[config.mk]
export PLATFORM = sky130hd
export DESIGN_NAME = fcsd_host
export DESIGN_NICKNAME = d
export VERILOG_FILES = /design/src/logic/fcsd_host.v
export VERILOG_INCLUDE_DIRS = /design/src /design/src/shared
export SDC_FILE = /design/constraint.sdc
export NUM_CORES = 1
export LEC_CHECK = 0
export ABC_CLOCK_PERIOD_IN_PS = 1900
export BUFFER_PORTS_ARGS = -buffer_cell sky130_fd_sc_hd__buf_4
export CORE_MARGIN = 8
export CORE_UTILIZATION = 49
export CTS_CLUSTER_SIZE = 8
export DETAILED_ROUTE_END_ITERATION = 12
export GPL_ROUTABILITY_DRIVEN = 0
export PLACE_DENSITY = 0.79
export RECOVER_POWER = 50
export SKIP_LAST_GASP = 1
export SYNTH_ARGS = -nofsm -noshare
export SYNTH_HDL_FRONTEND = slang
export SYNTH_SLANG_ARGS = --single-unit
[constraint.sdc]
create_clock -name mclk -period 1.9 [get_ports mclk]
set_input_delay 0.095 -clock mclk [delete_from_list [all_inputs] [get_ports mclk]]
set_output_delay 0.095 -clock mclk [all_outputs]
set_load 0.02 [all_outputs]
[src/shared/fcsd_map.vh]
// Purpose: constants for the flash command sequence host controller
// Assumes: byte-wide flash bus, 200 MHz mclk
// Notes: Notes on behaviour below
// Notes on behaviour
// - values hex, unspecified bits ignored
// - bad sequence needs reset command
// - host must exit command-set modes
// - password word: A0 then word address
// - host uses full two-cycle password sequence
// - password reads use full address
// - unlock needs complete password, any order
// - acceleration input high when setting lock bits
// - buffered write unlock, 25, count, pairs
// - buffer count is locations minus one
`ifndef FCSD_MAP_VH
`define FCSD_MAP_VH
`define FCSD_REG_CTRL    4'h0
`define FCSD_REG_ADDR    4'h1
`define FCSD_REG_DATA    4'h2
`define FCSD_REG_RDATA   4'h3
`define FCSD_REG_STATUS  4'h4
`define FCSD_CTRL_GO     0
`define FCSD_CTRL_RD     1
`define FCSD_CTRL_ACC    2
`define FCSD_CTRL_UNL    3
`define FCSD_CTRL_LAST   4
`define FCSD_UNL1_ADDR   12'haaa
`define FCSD_UNL1_DATA   8'haa
`define FCSD_UNL2_ADDR   12'h555
`define FCSD_UNL2_DATA   8'h55
`define FCSD_SETUP_NS    20
`define FCSD_PULSE_NS    40
`define FCSD_HOLD_NS     20
`define FCSD_CLK_PS      5000
`endif

[src/logic/fcsd_host.v]
// Purpose: host controller issuing flash command cycles from wishbone
// Assumes: software composes command sequences; one bus cycle per go, three with unlock prefix
// Notes: optional two-cycle unlock prefix inserted by hardware
//
// Register access over Wishbone and the address map were decided locally.
`timescale 1ns/1ps
`include "fcsd_map.vh"
module fcsd_host #(
  parameter AW = 22
) (
  input  wire          mclk,
  input  wire          arst_n,
  input  wire          wb_cyc_i,
  input  wire          wb_stb_i,
  input  wire          wb_we_i,
  input  wire [3:0]    wb_adr_i,
  input  wire [31:0]   wb_dat_i,
  input  wire [3:0]    wb_sel_i,
  output reg  [31:0]   wb_dat_o,
  output reg           wb_ack_o,
  output reg  [AW-1:0] fl_addr,
  output reg  [7:0]    fl_dq_o,
  output reg           fl_dq_oe,
  input  wire [7:0]    fl_dq_i,
  output reg           fl_ce_n,
  output reg           fl_we_n,
  output reg           fl_oe_n,
  output reg           fl_acc
);
  function [7:0] ns2cyc;
    input integer ns;
    integer c;
    begin
      c = (ns * 1000 + `FCSD_CLK_PS - 1) / `FCSD_CLK_PS;
      if (c < 1)
        c = 1;
      ns2cyc = c[7:0];
    end
  endfunction
  localparam [7:0] T_SU = ns2cyc(`FCSD_SETUP_NS);
  localparam [7:0] T_PW = ns2cyc(`FCSD_PULSE_NS);
  localparam [7:0] T_HD = ns2cyc(`FCSD_HOLD_NS);
  localparam [1:0] S_IDLE = 2'd0;
  localparam [1:0] S_SU   = 2'd1;
  localparam [1:0] S_PW   = 2'd2;
  localparam [1:0] S_HD   = 2'd3;
  reg [1:0]    st_q;
  reg [7:0]    cnt_q;
  reg [AW-1:0] addr_q;
  reg [7:0]    data_q;
  reg          rd_q;
  reg [1:0]    pre_q;
  reg          busy_q;
  reg [7:0]    rdata_q;
  reg [7:0]    dq_s1_q;
  reg [7:0]    dq_s2_q;
  reg [3:0]    ncyc_q;
  reg [7:0]    d_q;
  reg          acc_q;
  wire         wb_req = wb_cyc_i & wb_stb_i & ~wb_ack_o;
  wire         wr_ok  = wb_req & wb_we_i & wb_sel_i[0];
  // current cycle's address and data, unlock prefix first
  wire [AW-1:0] cur_a = (pre_q == 2'd2) ? {{(AW-12){1'b0}}, `FCSD_UNL1_ADDR} :
                        (pre_q == 2'd1) ? {{(AW-12){1'b0}}, `FCSD_UNL2_ADDR} : addr_q;
  wire [7:0]    cur_d = (pre_q == 2'd2) ? `FCSD_UNL1_DATA :
                        (pre_q == 2'd1) ? `FCSD_UNL2_DATA : data_q;
  always @(posedge mclk or negedge arst_n) begin
    if (!arst_n) begin
      dq_s1_q <= 8'h00;
      dq_s2_q <= 8'h00;
    end else begin
      dq_s1_q <= fl_dq_i;
      dq_s2_q <= dq_s1_q;
    end
  end
  always @(posedge mclk or negedge arst_n) begin
    if (!arst_n) begin
      wb_ack_o <= 1'b0;
      wb_dat_o <= 32'h0000_0000;
      addr_q   <= {AW{1'b0}};
      data_q   <= 8'h00;
      rd_q     <= 1'b0;
      pre_q    <= 2'd0;
      busy_q   <= 1'b0;
      acc_q    <= 1'b0;
      st_q     <= S_IDLE;
      cnt_q    <= 8'h00;
      rdata_q  <= 8'h00;
      ncyc_q   <= 4'h0;
      fl_addr  <= {AW{1'b0}};
      fl_dq_o  <= 8'h00;
      fl_dq_oe <= 1'b0;
      fl_ce_n  <= 1'b1;
      fl_we_n  <= 1'b1;
      fl_oe_n  <= 1'b1;
      fl_acc   <= 1'b0;
    end else begin
      wb_ack_o <= wb_req;
      fl_acc   <= acc_q;
      if (wb_req) begin
        case (wb_adr_i)
          `FCSD_REG_ADDR:   wb_dat_o <= {{(32-AW){1'b0}}, addr_q};
          `FCSD_REG_DATA:   wb_dat_o <= {24'h0, data_q};
          `FCSD_REG_RDATA:  wb_dat_o <= {24'h0, rdata_q};
          `FCSD_REG_STATUS: wb_dat_o <= {27'h0, ncyc_q, busy_q};
          `FCSD_REG_CTRL:   wb_dat_o <= {29'h0, acc_q, 1'b0, rd_q};
          default:          wb_dat_o <= 32'h0000_0000;
        endcase
      end
      if (wr_ok && !busy_q) begin
        case (wb_adr_i)
          `FCSD_REG_ADDR: addr_q <= wb_dat_i[AW-1:0];
          `FCSD_REG_DATA: data_q <= wb_dat_i[7:0];
          `FCSD_REG_CTRL: begin
            rd_q  <= wb_dat_i[`FCSD_CTRL_RD];
            acc_q <= wb_dat_i[`FCSD_CTRL_ACC];
            if (wb_dat_i[`FCSD_CTRL_GO]) begin
              // every go issues one complete bus cycle, three with the unlock prefix
              busy_q <= 1'b1;
              ncyc_q <= 4'h0;
              // unlock prefix only on writes
              pre_q  <= (wb_dat_i[`FCSD_CTRL_UNL] && !wb_dat_i[`FCSD_CTRL_RD]) ? 2'd2 : 2'd0;
            end
          end
          default: ;
        endcase
      end
      case (st_q)
        S_IDLE: begin
          if (busy_q) begin
            fl_addr  <= cur_a;
            fl_dq_o  <= cur_d;
            fl_dq_oe <= ~rd_q | (pre_q != 2'd0);
            fl_ce_n  <= 1'b0;
            st_q     <= S_SU;
            cnt_q    <= T_SU;
          end
        end
        S_SU: begin
          if (cnt_q == 8'h01) begin
            // address latched on falling strobe after setup
            if (rd_q && pre_q == 2'd0)
              fl_oe_n <= 1'b0;
            else
              fl_we_n <= 1'b0;
            st_q  <= S_PW;
            cnt_q <= T_PW;
          end else
            cnt_q <= cnt_q - 8'h01;
        end
        S_PW: begin
          if (cnt_q == 8'h01) begin
            if (!fl_oe_n)
              rdata_q <= dq_s2_q;
            fl_we_n <= 1'b1;
            fl_oe_n <= 1'b1;
            st_q    <= S_HD;
            cnt_q   <= T_HD;
          end else
            cnt_q <= cnt_q - 8'h01;
        end
        S_HD: begin
          if (cnt_q == 8'h01) begin
            fl_ce_n  <= 1'b1;
            fl_dq_oe <= 1'b0;
            ncyc_q   <= ncyc_q + 4'h1;
            st_q     <= S_IDLE;
            if (pre_q != 2'd0)
              pre_q <= pre_q - 2'd1;
            else
              busy_q <= 1'b0;
          end else
            cnt_q <= cnt_q - 8'h01;
        end
        default: st_q <= S_IDLE;
      endcase
    end
  end
endmodule // fcsd_host

==> flow_summary.toml, run 1 <==
[global_route]
busiest_layer = "met2"
grt-ovfl-total = 0
gr-usage-met3 = 0.05440
grt_pass1_vias = 4443
use_met2 = 0.3281
grt_max_degree = 49
grt_use_total = 0.1963
use_met1 = 0.2386
grt_pass1_wl_mm = 23.16
antenna_found_initial = 0

[worst_setup_path]
reg2reg_to = "rdata_q[6]"
r2r_start = "cnt_q[3]"
crit_slowest_cell = "dfrtp_1"
crit_path_end_kind = "register"
path_buf_inv = 1
path_delay_family = "simple AND/OR/NAND/NOR gates"
worst_setup_path_start_kind = "register"
cp_cell_sequence = "nor4_4 > nand3_2 > or3_1 > buf_4 > mux2_4"
cp.arrival_ns = 2.14
worst-r2r-setup-slack_ns = 0.06
worst-setup-path-type = "register to register"
crit_required_ns = 2.20
max_stage_delay_ns = 0.47
rr_worst_depth = 5
critPathMaxFanout = 8

[die]
die_w_um = 123.8
core_area_mm2 = 0.01137
die_h_um = 123.8
initial_utilization = 0.5009
row_count = 39
io_pins = 121
die-area_mm2 = 0.01533

[place]
hpwl_mm = 9.925
dp_slack_ns = 0.007770
portBuffers = 97

[synth]
yosysSeqAreaShare = 0.5762
synth_edf_count = 0
syn_inst = 472
yosysWarningCount = 0
async_flop_share = 1.000
ys_types = 56
syn_area_mm2 = 0.005695
synth.avg_cell_area_um2 = 12.07
ys_dominant_reg_cell = "dfrtp_1"
ys_ff_latch = 131

[clock_network]
postCtsSetupBuffers = 0
cts_made_buffers = 17
clk_latency_ns = 0.42
cts.sinks = 131
cts_root_buf = "clkbuf_16"
clkSlewWorstSetupHoldPaths_ns = 0.06
cts_tree = "yes"
cts_max_level = 4
cts_buffer_depth = 2

[routing]
viasPerCell = 5.570
drc_errors = 0
wl_per_cell_um = 18.72
ant_nets = 0
dr.pass1.iters = 5
drt-initial-drc-count = 359
vias = 4322
routed_wl_mm = 14.53

[layout]
nNetsFinal = 682
antenna_cells = 0
syn2layout_area_growth_pct = 33.70
drive_above_1_share = 0.3333

[timing]
holdWs_ns = 0.1041
relSlewSlack = 0.3052
tns_ns = 0
hold_viol_final = 0
setup_ws_ns = 0.05706
fmax_mhz = 542.6
setup_viol = 0
slew_violations = 0
final.setup_skew_ns = 0.01129
worstMarginPinSlew_ns = 1.042
rsz0062_at_grt = "true"
period_needed_ns = 1.843
period_share = 0.9700

[run]
cap_viol_max_count = 0

[pwr]
vdd_ir_drop_max_uv = 988.7
total_power_w = 0.009415
p_leak_nw = 3.663
p_per_area_mw_per_mm2 = 1236

[run_status]
status = "finished clean"

[hold_path]
worstHoldPathCells = 3
worst_hold_startpoint = "wb_adr_i[3]"
hp-class = "input port to register"
whs_endpoint = "wb_dat_o[7]"
==> tightest hold or removal path, cell delays in order <==
cell and delay (ns):
buf_4 0.14, or3_1 0.16, o21ai_0 0.08
==> where the power goes <==
| group | switching (W) | internal [W] | total (W) |
|---|---|---|---|
| sequential | 0.000332 | 0.00319 | 0.00352 |
| combinational | 0.00131 | 0.00111 | 0.00242 |
| clock | 0.00121 | 0.00227 | 0.00347 |
| total | 0.00285 | 0.00656 | 0.00942 |
==> kinds of logic after synthesis <==
logic type,Yosys count,synth area share
flip-flops,131,0.5762
other,1,0.0006584
XOR/XNOR,2,0.003076
adder cells (fa/ha/maj),10,0.02109
buffers and inverters,43,0.03976
AO/OA/AOI/OAI,119,0.1413
AND/OR/NAND/NOR,113,0.1094
multiplexers,53,0.1085
==> metal layers <==
| layer | vias to the layer above | part of all wire | routed length [um] |
|---|---|---|---|
| met5 | - | 0 | 0 |
| met4 | 0 | 0.011 | 158 |
| met3 | 21 | 0.068 | 982 |
| met2 | 153 | 0.49 | 7181 |
| met1 | 2148 | 0.43 | 6203 |
| li1 | 2000 | - | - |
==> registers in the layout, summed over array words and instances (netlist names), 2 cells and up <==
name	cells
rdata_q	8
st_q	2
fl_dq_o	8
pre_q	2
addr_q	22
dq_s1_q	8
ncyc_q	4
cnt_q	8
fl_addr	22
wb_dat_o	22
data_q	8
dq_s2_q	8
==> placed cells by master, fill, tap and decap left out, types with 3 or more instances in the layout <==
cell           Yosys  routed
a21oi_1            8       8
mux2_2            38      38
a211oi_1           4       4
a22oi_1            5       5
mux2i_1            7       7
nor3b_1            4       4
nor2b_1            5       5
clkbuf_1          12       8
buf_4             12     103
o32ai_1            3       3
clkinv_4           0       5
dfstp_2            3       3
clkbuf_4           0      10
bufinv_16          0       4
conb_1             1      10
or3_1              6       6
clkbuf_16          0      17
a22o_1            32      32
dfrtp_1          128     127
nor3_1             7       6
mux2_4             8       8
dlygate4sd3_1      0      31
or4_1              3       3
ha_1               8       7
nor2_1            20      18
nand2_1           41      41
inv_1              9       9
nand2b_1           4       4
nand3b_1           3       3
o21ai_0           49      49
nor4_4             3       3
nand3_1            5       5
a31oi_1            3       3
==> cell usage after synthesis, types with 4 or more instances <==
library cell	n	area [um^2]
a211oi_1	4	30.03
a21oi_1	8	40.04
a22o_1	32	280.3
a22oi_1	5	37.54
buf_1	4	15.01
buf_4	12	90.09
clkbuf_1	12	45.04
dfrtp_1	128	3203
ha_1	8	100.1
inv_1	9	33.78
mux2_2	38	427.9
mux2_4	8	120.1
mux2i_1	7	70.07
nand2_1	41	153.9
nand2b_1	4	25.02
nand3_1	5	25.02
nor2_1	20	75.07
nor2b_1	5	31.28
nor3_1	7	35.03
nor3b_1	4	30.03
o21ai_0	49	245.2
or3_1	6	37.54
==> stage by stage <==
step | cells | area, um^2 | util
after floorplan | 481 | 5729 | -
after global placement | 714 | 6696 | 0.5890
after detailed placement | 714 | 6696 | 0.5890
after CTS | 776 | 7645 | 0.6724
after global routing | 776 | 7615 | 0.6697
final | 776 | 7615 | 0.6697
==> area by class of cell <==
| cell class | instances | area [um^2] |
|---|---|---|
| fillers | 820 | 3755 |
| flip-flops and latches | 131 | 3283 |
| multi-input cells | 307 | 2242 |
| repair buffers | 155 | 1241 |
| clock buffers | 20 | 456.7 |
| clock inverters | 11 | 178.9 |
| well taps | 143 | 178.9 |
| inverters | 9 | 33.78 |
==> what timing repair did <==
item | 4_1_cts | 5_1_grt
endpoints found under the setup margin | 1 | 26
resized for setup | 1 | 7
endpoints found under the hold margin | 77 | 0
hold buffers | 31 | 0
==> how the worst max path moves through the flow <==
stage | to | startpoint | cells past startpoint | slack (ns)
final | rdata_q[6] | cnt_q[3] | 5 | 0.06
after floorplan | data_q[0] | wb_ack_o | 4 | 0.009
after global routing | pre_q[1] | cnt_q[1] | 7 | -0.07
after global placement | rdata_q[6] | cnt_q[2] | 5 | 0.09
after detailed placement | pre_q[1] | cnt_q[1] | 7 | 0.008
after CTS | pre_q[1] | cnt_q[1] | 7 | 0.007
(Power assumes the default switching activity.)
==> inputs of run 2 (changes only) <==
CORE_UTILIZATION = 51   (was 49)
CTS_BUF_LIST = sky130_fd_sc_hd__clkbuf_8   (was unset)
PLACE_DENSITY = 0.81   (was 0.79)
==> run 2 against run 1 <==
  * Sequential share of layout area up 1.3 points
  * First-iteration DRC count up 15%
  * Global-route usage up 0.076 points
  * Register-to-register slack about the same
  * Utilization up 0.94 points
  * Non-clock buffer count up 3
  * Total power down 12%
  * Clock-buffer cell count down 3
  * Largest cell class unchanged
  * Largest power group unchanged
==> flow_summary.toml, run 2 (synthesis gave the netlist of run 1 again) <==
[pwr]
p_int_w = 0.005493
p_per_area_mw_per_mm2 = 1123
p_comb_frac = 0.288
vdd_ir_drop_max_uv = 954.5
seqPwrFrac = 0.422
p_leak_nw = 3.570
p_sw_frac = 0.3385
p_switching_w = 0.002811
p_clk_frac = 0.290

[layout]
biggestRegsByFlops = "addr_q x22, fl_addr x22, wb_dat_o x22"
nNetsFinal = 685
drive_above_1_share = 0.3359
final_cell_mix = "126 x dfrtp_1, 104 x buf_4, 49 x o21ai_0, 41 x nand2_1, 38 x mux2_2"
antenna_cells = 0
layout_commonest_cell = "dfrtp_1"
utilization = 0.6792
layout.cells.non_filler = 777
syn2layout_area_growth_pct = 29.83

[clock_network]
cts_made_buffers = 17
cts_root_buf = "clkbuf_8"
cts_max_level = 4
clkSlewWorstSetupHoldPaths_ns = 0.08
cts.sinks = 131
postCtsSetupBuffers = 0
cts_tree = "yes"
clk_latency_ns = 0.44
cts_buffer_depth = 2

[timing]
final.setup_skew_ns = 0.01194
worstMarginPinSlew_ns = 0.8817
fmax_mhz = 544.2
holdWs_ns = 0.07724
hold_viol_final = 0
rsz0062_at_grt = "true"
slew_violations = 0
setup_ws_ns = 0.06260
setup_viol = 0
tns_ns = 0
period_share = 0.9671
relSlewSlack = 0.4122
period_needed_ns = 1.837

[place]
hpwl_mm = 10.08
dp_slack_ns = 0.02061
portBuffers = 97
place_inst = 714

[worst_setup_path]
cp_cell_sequence = "nor4_4 > nand3_2 > or3_1 > buf_4 > mux2_4"
worst_setup_path_start_kind = "register"
cp.arrival_ns = 2.17
max_stage_delay_ns = 0.45
crit_required_ns = 2.23
crit_slowest_cell = "dfrtp_2"
crit_path_end_kind = "register"
critPathMaxFanout = 8
rr_worst_depth = 5
worst-setup-path-type = "register to register"

[global_route]
grt_pass1_vias = 4526
grt_use_total = 0.1970
busiest_layer = "met2"
grt_max_degree = 65
grt_pass1_wl_mm = 22.95
use_met1 = 0.2424
gr-usage-met3 = 0.05969
antenna_found_initial = 0
grt-ovfl-total = 0
use_met2 = 0.3147

[die]
row_count = 38
io_pins = 121
die_h_um = 121.7
die_w_um = 121.7
initial_utilization = 0.5231
die-area_mm2 = 0.01480
core_area_mm2 = 0.01089

[routing]
drt-initial-drc-count = 412
drc_errors = 0
viasPerCell = 5.597
wl_per_cell_um = 18.04
routed_wl_mm = 14.02
ant_nets = 0
vias = 4349
dr.pass1.iters = 5

[hold_path]
hp-class = "input port to register"
worstHoldPathCells = 3

[run_status]
status = "finished clean"

[run]
cap_viol_max_count = 0
## run 2: layout make-up
type / count / area, um^2
tap: 140 / 175.2
clock buffer: 17 / 234.0
clock inverter: 15 / 171.4
timing repair buffer: 158 / 1250
inverter: 9 / 33.78
sequential: 131 / 3284
fill: 797 / 3493
multi-input combinational: 307 / 2246
## run 2: path summary, 6_finish.rpt
| check | start | to | slack (ns) |
|---|---|---|---|
| setup / recovery | cnt_q[4] | rdata_q[4] | 0.06 |
| hold / removal | wb_adr_i[3] | wb_dat_o[5] | 0.08 |
| setup reg to reg | cnt_q[4] | rdata_q[4] | 0.06 |
| min in group asynchronous | arst_n | wb_dat_o[11] | 0.28 |
| hold reg to reg | dq_s1_q[6] | dq_s2_q[6] | 0.36 |
| max in group asynchronous | arst_n | fl_dq_o[6] | 0.40 |
## run 2: repair_timing
item,CTS,global route
gates resized for setup,1,9
endpoints found under the hold margin,168,0
hold buffers,31,0
setup endpoints to repair,1,25
pin swaps,0,1
## run 2: worst max-delay path: cells and delay by family (launching register included)
kind	cells	cell delay [ns]
and+or+nand+nor	3	0.77
buffers and inverters	1	0.19
muxes	1	0.30
DFF	1	0.45
## run 2: routing by layer
| layer | vias up | share of wire |
|---|---|---|
| li1 | 1999 | - |
| met1 | 2148 | 0.42 |
| met3 | 29 | 0.079 |
| met5 | - | 0 |
| met2 | 173 | 0.48 |
| met4 | 0 | 0.020 |
## run 2: power by group through the flow
stage / clock network (W) / registers [W] / logic (W)
global placement: 0 / 0.00351 / 0.00220
detailed placement: 0 / 0.00354 / 0.00231
floorplan: 0 / 0.00358 / 0.00142
finish: 0.00241 / 0.00351 / 0.00239
global route: 0.00259 / 0.00355 / 0.00261
CTS: 0.00245 / 0.00349 / 0.00239
## run 2: through the flow
stage,total power (W),instance area [um^2]
3_3_place_gp,0.005712,6690
5_1_grt,0.008747,7395
6_report,0.008304,7395
2_1_floorplan,0.005004,5729
4_1_cts,0.008330,7408
3_5_place_dp,0.005852,6690
==> inputs of run 3 (changes only) <==
SETUP_SLACK_MARGIN = 0.3   (was unset)
==> run 3 against run 2 <==
  * Largest power group unchanged
  * Utilization is 6.1 points higher
  * Highest routed layer unchanged
  * Setup slack better by 0.027 ns
  * Die area stayed put
  * Non-clock buffer count is 20 higher
  * First-iteration DRC count is 13% higher
  * Critical path depth is 1 higher
  * Fmax is 1.5% higher
==> flow_summary.toml, run 3 (synthesis gave the netlist of run 1 again) <==
[run_status]
status = "finished clean"

[worst_setup_path]
worst-r2r-setup-slack_ns = 0.09
crit_slowest_cell = "or4bb_4"
worst_setup_path_start_kind = "register"
setup.worst_path.start = "st_q[1]"
worst-setup-path-type = "register to register"
crit_required_ns = 2.21
reg2reg_to = "ncyc_q[2]"
crit_path_end_kind = "register"
r2r_start = "st_q[1]"
cp_cell_sequence = "ha_4 > or4bb_4 > nor2_4 > buf_6 > or2_4 > a31oi_1"
critPathMaxFanout = 8
cp.arrival_ns = 2.12
rr_worst_depth = 6
max_stage_delay_ns = 0.56

[die]
die_w_um = 121.7
die-area_mm2 = 0.01480
die_h_um = 121.7
initial_utilization = 0.5231
io_pins = 121
row_count = 38
core_area_mm2 = 0.01089

[timing]
holdWs_ns = 0.05036
period_needed_ns = 1.811
worstMarginPinSlew_ns = 0.8543
hold_viol_final = 0
rsz0062_at_grt = "true"
final.setup_skew_ns = 0.01761
setup_viol = 0
relSlewSlack = 0.4305
fmax_mhz = 552.3
slew_violations = 0
period_share = 0.9530

[hold_path]
hp-class = "input port to register"
whs_endpoint = "wb_dat_o[7]"
worst_hold_startpoint = "wb_adr_i[2]"
worstHoldPathCells = 3

[routing]
drc_errors = 0
drt-initial-drc-count = 466
vias = 4671
dr.pass1.iters = 5
wl_per_cell_um = 20.95
ant_nets = 0
routed_wl_mm = 16.72
viasPerCell = 5.853

[place]
place_inst = 710
portBuffers = 97
hpwl_mm = 10.13

[layout]
layout.cells.non_filler = 798
biggestRegsByFlops = "addr_q x22, fl_addr x22, wb_dat_o x22"
syn2layout_area_growth_pct = 41.54
utilization = 0.7404
nNetsFinal = 706
layout_commonest_cell = "dfrtp_1"
antenna_cells = 0
final_cell_mix = "125 x dfrtp_1, 103 x buf_4, 42 x o21ai_0, 40 x nand2_1, 40 x mux2_4"
drive_above_1_share = 0.4043

[global_route]
antenna_found_initial = 0
grt_use_total = 0.2165
grt_max_degree = 38
grt_pass1_wl_mm = 25.12
grt-ovfl-total = 0
grt_pass1_vias = 4645

[clock_network]
clkSlewWorstSetupHoldPaths_ns = 0.08
cts_tree = "yes"
cts_made_buffers = 17
cts_max_level = 4
cts_buffer_depth = 2
clk_latency_ns = 0.46
cts_root_buf = "clkbuf_8"
cts.sinks = 131

[pwr]
p_leak_nw = 3.814
vdd_ir_drop_max_uv = 946.2
p_per_area_mw_per_mm2 = 1129
total_power_w = 0.009102

[run]
cap_viol_max_count = 0
## run 3: cell types whose count changed in the layout (fill, tap and decap cells not counted), moves of 6 or more
| cell | before | now |
|---|---|---|
| o21ai_0 | 49 | 42 |
| buf_6 | 1 | 8 |
| mux2_2 | 38 | 6 |
| mux2_4 | 8 | 40 |
| o21ai_1 | 0 | 6 |
| ha_1 | 7 | 1 |
## run 3: worst max-delay path by stage
stage               slack, ns  cells past startpoint          end
finish                   0.09                      6    ncyc_q[2]
global route             0.05                      3  fl_addr[10]
CTS                      0.13                      6    ncyc_q[2]
detailed placement      -0.03                      6    ncyc_q[2]
global placement         0.06                      6    ncyc_q[3]
floorplan                0.12                      5   rdata_q[0]
## run 3: where the power goes
part	switching [W]	internal, W
clock network	0.00124	0.00133
registers	0.000356	0.00318
logic	0.00159	0.00140
total	0.00319	0.00591
## run 3: metrics by stage
| stage | area, um^2 | setup WS, ns | TNS (ns) |
|---|---|---|---|
| floorplan | 5859 | 0.1223 | 0 |
| global placement | 6797 | 0.06194 | 0 |
| detailed placement | 6797 | -0.02625 | -0.04110 |
| CTS | 7898 | 0.1254 | 0 |
| global route | 8061 | 0.04876 | 0 |
| finish | 8061 | 0.08932 | 0 |
## run 3: critical path, delay by kind of cell, from the launching register on
family | cells | cell delay (ns)
buf+inv | 1 | 0.16
compound gates | 1 | 0.08
flops | 1 | 0.42
fa+ha+maj | 1 | 0.15
simple gates | 3 | 0.86
## run 3: cell type report
| class | instances | area, um^2 |
|---|---|---|
| clock buffer | 17 | 234.0 |
| timing repair buffer | 178 | 1569 |
| inverter | 9 | 33.78 |
| clock inverter | 15 | 191.4 |
| sequential | 131 | 3286 |
| multi-input combinational | 308 | 2572 |
| tap | 140 | 175.2 |
| fill | 636 | 2826 |
## run 3: timing repair
item                                    in CTS  in global routing
hold buffers                                31                  0
buffers inserted                            13                  7
pin swaps                                    9                 11
cloned                                       4                  1
resized for setup                           40                 42
hold endpoints to repair                   103                  0
endpoints found under the setup margin      76                101
## run 3: metal layers
| layer | up-vias | GRT usage | routed length [um] |
|---|---|---|---|
| li1 | 2051 | - | - |
| met5 | - | 0 | 0 |
| met2 | 242 | 0.3531 | 8234 |
| met3 | 38 | 0.06664 | 1355 |
| met1 | 2340 | 0.2665 | 6712 |
| met4 | 0 | 0.07864 | 418 |
